===== src/rtl/tcs_pkg.sv =====
// Package of constants for the counter start control block
package tcs_pkg;

   localparam int unsigned ADDR_WIDTH = 8;
   localparam int unsigned DATA_WIDTH = 32;
   localparam int unsigned REG_WIDTH  = 8;
   localparam int unsigned CNT_WIDTH  = 16;

   // Register byte addresses
   localparam logic [7:0] OFFSET_GROUP_A = 8'h00;
   localparam logic [7:0] OFFSET_GROUP_B = 8'h04;
   localparam logic [7:0] OFFSET_GROUP_C = 8'h08;
   localparam logic [7:0] OFFSET_CH11    = 8'h0C;

   // Reset values
   localparam logic [7:0]  RESET_GROUP_A = 8'h00;
   localparam logic [7:0]  RESET_GROUP_B = 8'h00;
   localparam logic [7:0]  RESET_GROUP_C = 8'h00;
   localparam logic [15:0] RESET_CH11    = 16'h0000;

   // Bit positions in group a
   localparam int unsigned BIT_RUN_CH10   = 7;
   localparam int unsigned BIT_RUN_CH5    = 6;
   localparam int unsigned BIT_RUN_CH4    = 5;
   localparam int unsigned BIT_RUN_CH3    = 4;
   localparam int unsigned BIT_RUN_CH12_B = 3;
   localparam int unsigned BIT_RUN_CH2_A  = 2;
   localparam int unsigned BIT_RUN_CH1_A  = 1;
   localparam int unsigned BIT_RUN_CH0    = 0;

   // Bit positions in group b
   localparam int unsigned BIT_RUN_CH7_D = 7;
   localparam int unsigned BIT_RUN_CH7_C = 6;
   localparam int unsigned BIT_RUN_CH7_B = 5;
   localparam int unsigned BIT_RUN_CH7_A = 4;
   localparam int unsigned BIT_RUN_CH6_D = 3;
   localparam int unsigned BIT_RUN_CH6_C = 2;
   localparam int unsigned BIT_RUN_CH6_B = 1;
   localparam int unsigned BIT_RUN_CH6_A = 0;

   // Bit position in group c and its writable mask
   localparam int unsigned BIT_RUN_CH11  = 0;
   localparam logic [7:0]  MASK_GROUP_C  = 8'h01;

   // Bus codes
   localparam logic [1:0] HTRANS_NONSEQ = 2'h2;
   localparam logic [1:0] HTRANS_SEQ    = 2'h3;
   localparam logic       HRESP_OKAY    = 1'b0;
   localparam logic [2:0] HSIZE_WORD    = 3'h2;

endpackage


===== src/rtl/tcs_run_counter.sv =====
// Free-running counter that holds its value while halted
`timescale 1ns/1ps

module tcs_run_counter #(
   parameter int unsigned WIDTH = 16
) (
   input  wire logic             clock,
   input  wire logic             reset,
   input  wire logic             run,
   input  wire logic             tick,
   input  wire logic             load,
   input  wire logic [WIDTH-1:0] load_value,
   output logic      [WIDTH-1:0] value
);

   // Refuse widths the counter cannot serve
   if (WIDTH < 2 || WIDTH > 32) begin : g_bad_width
      $error("tcs_run_counter: WIDTH must be 2 to 32");
   end

   // Load wins, then count while running, else hold
   always_ff @(posedge clock) begin
      if (reset) begin
         value <= '0;
      end else if (load) begin
         value <= load_value;
      end else if (run && tick) begin
         value <= value + WIDTH'(1);
      end
   end

endmodule // tcs_run_counter


===== src/rtl/tcs_start_ctrl.sv =====
// Counter start registers with an AHB-Lite slave port
`timescale 1ns/1ps

// Overview of operation
// - Three start registers gate channels 0-5 and 10, channels 6-7, and channel 11.
// - All three groups clear to zero on reset and in either standby mode, halting all but the channel 10 event and noise filter counters.
// - Groups a and b are 8-bit read/write registers that read back what was written.
// - Group a bit 7 runs channel 10 counters a, c, d, e, f and g when set.
// - Channel 10 event and noise filter counters keep running regardless of bit 7.
// - Group a bits 6, 5 and 4 run counters of channels 5, 4 and 3.
// - Group a bit 3 runs channel 1 counter b and channel 2 counter b together.
// - Group a bits 2, 1 and 0 run channel 2 counter a, channel 1 counter a, channel 0.
// - Group b bits 7 to 4 run channel 7 counters d, c, b and a.
// - Group b bits 3 to 0 run channel 6 counters d, c, b and a.
// - Group c bit 0 runs the channel 11 counter and its other bits read zero.
module tcs_start_ctrl (
   input  wire logic                             clock,
   input  wire logic                             reset,
   input  wire logic                             hsel,
   input  wire logic [tcs_pkg::ADDR_WIDTH-1:0]   haddr,
   input  wire logic [1:0]                       htrans,
   input  wire logic                             hwrite,
   input  wire logic [2:0]                       hsize,
   input  wire logic [tcs_pkg::DATA_WIDTH-1:0]   hwdata,
   input  wire logic                             hready,
   output logic                                  hreadyout,
   output logic                                  hresp,
   output logic      [tcs_pkg::DATA_WIDTH-1:0]   hrdata,
   input  wire logic                             hw_standby,
   input  wire logic                             sw_standby,
   input  wire logic                             ch11_count_tick,
   output logic                                  run_ch10,
   output logic                                  run_ch10_event,
   output logic                                  run_ch10_noise,
   output logic                                  run_ch5,
   output logic                                  run_ch4,
   output logic                                  run_ch3,
   output logic                                  run_ch1_b,
   output logic                                  run_ch2_b,
   output logic                                  run_ch2_a,
   output logic                                  run_ch1_a,
   output logic                                  run_ch0,
   output logic                                  run_ch7_d,
   output logic                                  run_ch7_c,
   output logic                                  run_ch7_b,
   output logic                                  run_ch7_a,
   output logic                                  run_ch6_d,
   output logic                                  run_ch6_c,
   output logic                                  run_ch6_b,
   output logic                                  run_ch6_a,
   output logic                                  run_ch11,
   output logic      [tcs_pkg::CNT_WIDTH-1:0]    ch11_free_counter
);
   import tcs_pkg::*;

   // Standby pins pass two flip-flops
   logic                  hw_standby_meta;
   logic                  hw_standby_sync;
   logic                  sw_standby_meta;
   logic                  sw_standby_sync;
   logic                  standby;

   // Registered address phase
   logic                  phase_write;
   logic [ADDR_WIDTH-1:0] phase_addr;
   logic                  phase_low_lane;

   // Start registers
   logic [REG_WIDTH-1:0]  counter_start_group_a;
   logic [REG_WIDTH-1:0]  counter_start_group_b;
   logic [REG_WIDTH-1:0]  counter_start_group_c;
   logic [REG_WIDTH-1:0]  next_group_a;
   logic [REG_WIDTH-1:0]  next_group_b;
   logic [REG_WIDTH-1:0]  next_group_c;

   // Channel 11 counter
   logic                  ch11_load;
   logic [CNT_WIDTH-1:0]  ch11_value;
   logic [CNT_WIDTH-1:0]  next_ch11;

   // Bus decode
   logic                  take;
   logic                  wr_a;
   logic                  wr_b;
   logic                  wr_c;
   logic                  wr_ch11;
   logic [DATA_WIDTH-1:0] next_rdata;

   // True when the access covers byte lane 0 of its word
   function automatic logic covers_lane0(input logic [2:0] size,
                                         input logic [1:0] low);
      covers_lane0 = (size >= HSIZE_WORD) || (low == 2'b00);
   endfunction

   // True when the address falls in the word at the given offset
   function automatic logic hits(input logic [ADDR_WIDTH-1:0] addr,
                                 input logic [7:0]            offset);
      hits = ({addr[ADDR_WIDTH-1:2], 2'b00} == offset);
   endfunction

   always_ff @(posedge clock) begin
      if (reset) begin
         hw_standby_meta <= 1'b0;
         hw_standby_sync <= 1'b0;
      end else begin
         hw_standby_meta <= hw_standby;
         hw_standby_sync <= hw_standby_meta;
      end
   end

   always_ff @(posedge clock) begin
      if (reset) begin
         sw_standby_meta <= 1'b0;
         sw_standby_sync <= 1'b0;
      end else begin
         sw_standby_meta <= sw_standby;
         sw_standby_sync <= sw_standby_meta;
      end
   end

   assign standby = hw_standby_sync || sw_standby_sync;

   // Zero-wait slave, always OKAY
   assign hreadyout = 1'b1;
   assign hresp     = HRESP_OKAY;

   assign take = hsel && hready &&
                 (htrans == HTRANS_NONSEQ || htrans == HTRANS_SEQ);

   // Capture the address phase
   always_ff @(posedge clock) begin
      if (reset) begin
         phase_write    <= 1'b0;
         phase_addr     <= '0;
         phase_low_lane <= 1'b0;
      end else if (hready) begin
         phase_write    <= take && hwrite;
         phase_addr     <= haddr;
         phase_low_lane <= covers_lane0(hsize, haddr[1:0]);
      end
   end

   assign wr_a    = phase_write && phase_low_lane && hits(phase_addr, OFFSET_GROUP_A);
   assign wr_b    = phase_write && phase_low_lane && hits(phase_addr, OFFSET_GROUP_B);
   assign wr_c    = phase_write && phase_low_lane && hits(phase_addr, OFFSET_GROUP_C);
   assign wr_ch11 = phase_write && phase_low_lane && hits(phase_addr, OFFSET_CH11);

   // Next register values; standby clear wins over a write
   always_comb begin
      next_group_a = counter_start_group_a;
      next_group_b = counter_start_group_b;
      next_group_c = counter_start_group_c;
      if (standby) begin
         next_group_a = RESET_GROUP_A;
         next_group_b = RESET_GROUP_B;
         next_group_c = RESET_GROUP_C;
      end else begin
         if (wr_a) begin
            next_group_a = hwdata[REG_WIDTH-1:0];
         end
         if (wr_b) begin
            next_group_b = hwdata[REG_WIDTH-1:0];
         end
         if (wr_c) begin
            next_group_c = hwdata[REG_WIDTH-1:0] & MASK_GROUP_C;
         end
      end
   end

   always_ff @(posedge clock) begin
      if (reset) begin
         counter_start_group_a <= RESET_GROUP_A;
      end else begin
         counter_start_group_a <= next_group_a;
      end
   end

   always_ff @(posedge clock) begin
      if (reset) begin
         counter_start_group_b <= RESET_GROUP_B;
      end else begin
         counter_start_group_b <= next_group_b;
      end
   end

   always_ff @(posedge clock) begin
      if (reset) begin
         counter_start_group_c <= RESET_GROUP_C;
      end else begin
         counter_start_group_c <= next_group_c;
      end
   end

   // Channel 11 counter, loadable from software
   assign ch11_load = wr_ch11;

   tcs_run_counter #(
      .WIDTH (CNT_WIDTH)
   ) u_ch11_counter (
      .clock      (clock),
      .reset      (reset),
      .run        (counter_start_group_c[BIT_RUN_CH11]),
      .tick       (ch11_count_tick),
      .load       (ch11_load),
      .load_value (hwdata[CNT_WIDTH-1:0]),
      .value      (ch11_value)
   );

   assign ch11_free_counter = ch11_value;

   // Read value reflects a write finishing in the same edge
   always_comb begin
      next_ch11 = ch11_load ? hwdata[CNT_WIDTH-1:0] : ch11_value;
      next_rdata = '0;
      if (haddr[ADDR_WIDTH-1:2] == OFFSET_GROUP_A[ADDR_WIDTH-1:2]) begin
         next_rdata[REG_WIDTH-1:0] = next_group_a;
      end else if (haddr[ADDR_WIDTH-1:2] == OFFSET_GROUP_B[ADDR_WIDTH-1:2]) begin
         next_rdata[REG_WIDTH-1:0] = next_group_b;
      end else if (haddr[ADDR_WIDTH-1:2] == OFFSET_GROUP_C[ADDR_WIDTH-1:2]) begin
         next_rdata[REG_WIDTH-1:0] = next_group_c;
      end else if (haddr[ADDR_WIDTH-1:2] == OFFSET_CH11[ADDR_WIDTH-1:2]) begin
         next_rdata[CNT_WIDTH-1:0] = next_ch11;
      end else begin
         next_rdata = '0;
      end
   end

   // Read data registered at the address phase edge
   always_ff @(posedge clock) begin
      if (reset) begin
         hrdata <= '0;
      end else if (take && !hwrite) begin
         hrdata <= next_rdata;
      end
   end

   // Run enables straight from register bits
   assign run_ch10  = counter_start_group_a[BIT_RUN_CH10];
   assign run_ch5   = counter_start_group_a[BIT_RUN_CH5];
   assign run_ch4   = counter_start_group_a[BIT_RUN_CH4];
   assign run_ch3   = counter_start_group_a[BIT_RUN_CH3];
   assign run_ch1_b = counter_start_group_a[BIT_RUN_CH12_B];
   assign run_ch2_b = counter_start_group_a[BIT_RUN_CH12_B];
   assign run_ch2_a = counter_start_group_a[BIT_RUN_CH2_A];
   assign run_ch1_a = counter_start_group_a[BIT_RUN_CH1_A];
   assign run_ch0   = counter_start_group_a[BIT_RUN_CH0];

   assign run_ch7_d = counter_start_group_b[BIT_RUN_CH7_D];
   assign run_ch7_c = counter_start_group_b[BIT_RUN_CH7_C];
   assign run_ch7_b = counter_start_group_b[BIT_RUN_CH7_B];
   assign run_ch7_a = counter_start_group_b[BIT_RUN_CH7_A];
   assign run_ch6_d = counter_start_group_b[BIT_RUN_CH6_D];
   assign run_ch6_c = counter_start_group_b[BIT_RUN_CH6_C];
   assign run_ch6_b = counter_start_group_b[BIT_RUN_CH6_B];
   assign run_ch6_a = counter_start_group_b[BIT_RUN_CH6_A];

   assign run_ch11  = counter_start_group_c[BIT_RUN_CH11];

   // Event and noise filter counters of channel 10 are never gated
   assign run_ch10_event = 1'b1;
   assign run_ch10_noise = 1'b1;

endmodule // tcs_start_ctrl

===== config.mk =====
export PLATFORM = sky130hd
export DESIGN_NAME = tcs_start_ctrl
export DESIGN_NICKNAME = d
export VERILOG_FILES = /design/src/rtl/tcs_pkg.sv /design/src/rtl/tcs_run_counter.sv /design/src/rtl/tcs_start_ctrl.sv
export SDC_FILE = /design/constraint.sdc
export NUM_CORES = 1
export LEC_CHECK = 0
export BUFFER_PORTS_ARGS = -buffer_cell sky130_fd_sc_hd__clkbuf_2
export CAP_MARGIN = 25
export CORE_ASPECT_RATIO = 1.1
export CORE_MARGIN = 5
export CORE_UTILIZATION = 46
export DETAILED_ROUTE_END_ITERATION = 6
export GPL_ROUTABILITY_DRIVEN = 0
export PLACE_DENSITY = 0.75
export SYNTH_ARGS = -nofsm -noshare
export SYNTH_HDL_FRONTEND = slang
export SYNTH_SLANG_ARGS = --single-unit

===== constraint.sdc =====
create_clock -name clock -period 3.35 [get_ports clock]
set_input_delay 0 -clock clock [delete_from_list [all_inputs] [get_ports clock]]
set_output_delay 0 -clock clock [all_outputs]
set_load 0.03 [all_outputs]

======== After elaboration in Yosys (flattened, before gate mapping) ========
Index checks and enable logic that the tools add are counted.
cells by class
  $add $sub $neg .......................... 1
  $mul .................................... 0
  div/mod/pow operators ................... 0
  $lt $le $gt $ge ......................... 1
  eq/ne operators ......................... 8
  shift-type cells ........................ 0
  muxes and demuxes ....................... 16
  bitwise logic cells ..................... 0
  reduce and logical (&&, ||, !) cells .... 18
operators by type and width
  kind                     count
  $mux W8                  11
  $mux W16                 4
  $eq A6 B2 Y1 const B     4
  $mux W24                 1
  $add A16 B1 Y16 const B  1
  $eq A6 B1 Y1 const B     2
  $logic_not A6 Y1         2
  $logic_and A1 B1 Y1      10
  $eq A2 B2 Y1 const B     2
  $ge A3 B2 Y1 const B     1
  $logic_or A1 B1 Y1       3
  $logic_not A2 Y1         1
  $reduce_bool A2 Y1       1
  $logic_not A1 Y1         1
storage, ports and cells
  flip-flop bits (word level) ............. 86
  bits in latches ......................... 0
  RAM bits ................................ 0
  ROM bits ................................ 0
  word-level logic and storage cells ...... 56
  memories ................................ 0

======== Depth between registers and ports, before layout ========
  word-level depth ........................ 7
  depth in mapped cells ................... 7
  depth with buffers taken out ............ 6

======== Cells and area by module ========
From an unflattened synthesis, not the netlist that was laid out.
second synthesis, totals
  cells, all modules ...................... 354
  area, all modules ....................... 3383.2 sq um
by module, submodules not included
  module           times used  cells each  area each (sq um)  seq. area each (sq um)
  tcs_start_ctrl   1           248         2466.1             1041.0
  tcs_run_counter  1           106         917.1              320.3

======== Worst setup path before layout ========
Ideal clock, no wire load.
  path kind ............................... reg-to-reg
  start point ............................. reg u_ch11_counter.value[0]
  end point ............................... reg u_ch11_counter.value[10]
  arrival ................................. 1.768 ns
  data required time ...................... 3.259 ns
  path slack .............................. 1.491 ns
  stages on the path, launching flop included .. 7
  period minus slack after synthesis ...... 1.859 ns
  cell sequence ........................... dfxtp_1 -> ha_1 -> and3_1 -> clkbuf_1 -> nand3_1 -> or3_1 -> a311oi_1
between the ends
  longest elaborated chain between the ends .. 3
RTL lines
  what                    RTL line               source
  start, declared         tcs_run_counter.sv:13  output logic [WIDTH-1:0] value
  start signal, assigned  tcs_run_counter.sv:26  value <= load_value;
  start signal, assigned  tcs_run_counter.sv:28  value <= value + WIDTH'(1);
  $add A16 B1 Y16         tcs_run_counter.sv:28
  $mux W16                tcs_run_counter.sv:27  end else if (run && tick) begin
  $mux W16                tcs_run_counter.sv:25  end else if (load) begin
No other way between the ends. The select of a mux whose other input is x is not followed.
A chain may end at the register's enable or synchronous reset.

======== Worst setup path after layout ========
  start point ............................. reg phase_addr[5]
  end point ............................... reg u_ch11_counter.value[1]
between the ends
  longest elaborated chain between the ends .. 3
RTL lines
  what                                                   RTL line               source
  start, declared                                        tcs_start_ctrl.sv:65   logic [ADDR_WIDTH-1:0] phase_addr;
  start signal, assigned                                 tcs_start_ctrl.sv:138  phase_addr <= haddr;
  $eq A6 B2 Y1 (*)                                       tcs_start_ctrl.sv:98   hits = ({addr[ADDR_WIDTH-1:2], 2'b00} == offset);
  $logic_and A1 B1 Y1 (*)                                tcs_start_ctrl.sv:146  assign wr_ch11 = phase_write && phase_low_lane && hits(phase_addr, OFFSET_CH11);
  $mux W16 / $reduce_bool A2 Y1 (equally long branches)  --
Mark *: on every way between the ends. The rest lies on a longest branch, timed or not.

==> results.txt <==
----------------------------------------------------
[Setup path]
  Cells traversed along the worst timing path ... nor4b_4 > nand2_1 > nor2_1 > a311oi_1 > dlygate4sd3_1
  Critical-path cell with the highest stage delay ... sky130_fd_sc_hd__nand2_1
  Category of the worst setup path launch point ... flip-flop
  Required arrival time at the worst endpoint ... 3580 ps
  Largest delay share family, worst path ... simple AND/OR/NAND/NOR gates
  Critical path peak fanout ... 31
  Setup crit end kind ... flip-flop
  Worst setup path startpoint ... phase_addr[5]
  Slowest stage delay, CP ... 670 ps
  Beginning of the worst register-to-register path ... phase_addr[5]
  Data arrival time of the worst path ... 2740 ps
  Setup CP Type ... reg -> reg
  Buffers plus inverters on the worst setup path ... 1

[Power]
  PnR Total Power ... 1.70 mW
  Part of the power in registers ... 48.8%
  Worst-case vdd ir drop ... 0.199 mV
  Part of the power in the clock network ... 42.6%
  Net switching power of the design ... 0.410 mW
  Leakage ... 1.76 nW
  Total power density per cell area ... 410 mW/mm²
  Proportion of power drawn by combinational gates ... 8.7%
  Internal portion of total power ... 1.28 mW
  Switching Share ... 24.2%

[Detailed routing]
  Count of nets left with antenna violations after detail routing ... 0
  Via total after detailed routing ... 3022
  Wirelength, routed ... 8980 µm
  Detail-routed net length per standard cell ... 16.1 µm
  Number of DRC violations after detailed routing ... 0
  Via count normalized by instance count ... 5.43
  Violation count after the first detailed-route iteration ... 158
  First-pass iteration count of the detailed router ... 5

[STA]
  Total Negative Setup Slacks ... 0 ps
  Unrepaired setup endpoints after global routing ... false
  Final slew viol count ... 0
  Relative slew slack ... 34.7%
  Final cycle utilization of the critical path ... 75.1%
  Clock period minus worst slack ... 2510 ps
  Final Setup Violations ... 0
  Layout Skew ... 7.00 ps
  Measured slew at the worst slew-check pin ... 976 ps
  Number of hold violations in the final report ... 0
  Highest Clock Rate ... 398 MHz

[Clock tree]
  Total clock buffers created by CTS ... 9
  Library cell used as clock root buffer ... sky130_fd_sc_hd__clkbuf_8
  Clock transition at the registers of the reported paths ... 70 ps
  Deepest clock path buffer count ... 2
  TritonCTS clock tree ... done
  Insertion delay of the later-clocked pin in the worst-skew pair ... 340 ps
  CTS sink cnt ... 68
  Number of H-tree levels ... 3
  Post-CTS setup repair buffer count ... 0

[Die]
  Area of the die ... 0.00910 mm²
  Std cell rows ... 32
  Core ar. ... 0.00705 mm²
  Die W ... 91.4 µm
  Die Height ... 99.5 µm
  # IOs ... 123
  Effective utilization at floorplan ... 47.6%

[Global routing]
  Overflow left after global routing ... 0
  Largest net degree at the start of global routing ... 49
  Global-route wire length before repair ... 14400 µm
  Initial antenna violation count ... 0
  Combined global-route utilization of all metal layers ... 19.6%
  Number of global-route vias before repair ... 2881

[Placement]
  Post-placement cell area ... 0.00366 mm²
  Final HPWL from detailed placement ... 6450 µm
  Count of input and output buffers ... 84

[Synth]
  Synth async-reset ratio ... 0%
  Dominant register cell in the synthesized netlist ... sky130_fd_sc_hd__dfxtp_1
  Number of flops mapped to enable cells by yosys ... 0
  Share of the synthesized area in the top cell type ... 40.6%
  Netlist area before placement ... 0.00335 mm²
  Number of flip-flops and latches in the synthesized netlist ... 68
  Seq/Total Area, Yosys ... 40.6%
  Synthesized instance count ... 370
  Most area-hungry cell type in the Yosys netlist ... sky130_fd_sc_hd__dfxtp_1
  Post-synthesis average cell area ... 9.06 µm²
  Yosys warning count ... 0
  Top post-synthesis cells by area ... sky130_fd_sc_hd__dfxtp_1 41%, sky130_fd_sc_hd__mux2i_1 9.0%, sky130_fd_sc_hd__nor2_1 5.6%
  Number of distinct library cells after synthesis ... 52

[Layout]
  Cell area after layout ... 0.00413 mm²
  Number of antenna cells inserted ... 0
  Commonest non-fill, non-tap cell in the layout ... sky130_fd_sc_hd__clkbuf_2
  Share of post-route cells with drive strength above 1 ... 23.7%
  Final-stage net count ... 522
  Area of all sequential standard cells ... 0.00136 mm²
  Multi-input gate area ... 0.00176 mm²
  P&R area growth vs syn ... 23.3%
  # fillers ... 632
  Top library cells by usage in the layout, fill and taps aside ... 84 x sky130_fd_sc_hd__clkbuf_2, 68 x sky130_fd_sc_hd__dfxtp_1, 50 x sky130_fd_sc_hd__nor2_1, 30 x sky130_fd_sc_hd__mux2i_1, 28 x sky130_fd_sc_hd__nand2_1

[Outcome]
  Outcome ... finished, final reports clean

[Hold path]
  Tightest Hold Check Type ... in -> reg
  Hold path startpoint ... hwdata[1]

[Job]
  Max cap viols ... 0

----------------------------------------------------
-- worst register-to-register path, cell delays in order, from the launching register on --
cell	delay, ps
sky130_fd_sc_hd__dfxtp_1	350
sky130_fd_sc_hd__nor4b_4	430
sky130_fd_sc_hd__nand2_1	670
sky130_fd_sc_hd__nor2_1	280
sky130_fd_sc_hd__a311oi_1	70
sky130_fd_sc_hd__dlygate4sd3_1	600
-- worst paths after layout --
| check | to | slack [ps] | depth (start not counted) |
|---|---|---|---|
| hold / removal | counter_start_group_a[1] | 10 | 3 |
| hold reg to reg | hw_standby_sync | 440 | 1 |
| setup reg to reg | u_ch11_counter.value[1] | 840 | 5 |
| setup / recovery | u_ch11_counter.value[1] | 840 | 5 |
-- sequential cells by signal, indices dropped and copies added (netlist names) --
signal and cells:
hrdata 16, u_ch11_counter.value 16, counter_start_group_a 8, counter_start_group_b 8
counter_start_group_c 8, phase_addr 6, hw_standby_meta 1, hw_standby_sync 1
phase_low_lane 1, phase_write 1, sw_standby_meta 1, sw_standby_sync 1
-- cell type report --
class / instances / share of cell area, %
multi-input combinational: 278 / 42.7
clock buffer: 10 / 3.09
timing repair buffer: 110 / 16.7
clock inverter: 5 / 1.88
inverter: 1 / 0.0909
tap: 85 / 2.57
sequential: 68 / 32.9
-- timing repair --
item / in CTS / in global routing
endpoints found under the hold margin: 30 / 1
resized for setup: 0 / 0
hold buffers: 24 / 1
-- power groups by stage --
stage                     Clock, mW  Combinational, mW  Sequential, mW
after floorplan                   0             0.0988           0.847
after global placement            0              0.120           0.844
after detailed placement          0              0.121           0.845
after CTS                     0.737              0.142           0.826
after global routing          0.769              0.159           0.828
final                         0.722              0.147           0.827
-- metrics by stage --
stage | util [%] | hold slack, ps | worst slack, ps | instances
6_report | 58.6 | 14.5 | 835 | 557
3_3_place_gp | 51.9 | 206 | 1080 | 516
3_5_place_dp | 51.9 | 214 | 1000 | 516
5_1_grt | 58.6 | 32.8 | 645 | 557
4_1_cts | 58.2 | 4.88 | 857 | 555
2_1_floorplan | - | 128 | 1490 | 388
-- Yosys cell counts, drive strengths merged (4+ instances only) --
cell     count
a211oi       8
a21o         7
a21oi       12
a2bb2oi      4
a311oi       5
and3         9
buf         24
clkbuf      17
dfxtp       68
mux2i       30
nand2       28
nand3        9
nand4       12
nand4b       4
nor2        51
nor2b        4
nor3         6
o21ai       15
o22ai        4
o31a         4
or3          4
xnor2        4
xor2         5
-- routing by layer --
| metal | GRT usage (%) | part of all wire (%) | vias up |
|---|---|---|---|
| li1 | - | - | 1497 |
| met4 | 8.69 | 2.7 | 0 |
| met2 | 32.1 | 50 | 95 |
| met5 | 0 | 0 | - |
| met1 | 24.2 | 41 | 1408 |
| met3 | 4.92 | 6.4 | 22 |
-- logic make-up after synthesis --
kind of cell             synth area share, %
AND/OR/NAND/NOR                         23.4
AO/OA/AOI/OAI                           14.7
flip-flops                              40.6
buffers and inverters                   8.77
multiplexers                            9.63
XOR/XNOR                                2.35
other                                  0.224
adder cells (fa/ha/maj)                0.373
(Power assumes the default switching activity.)
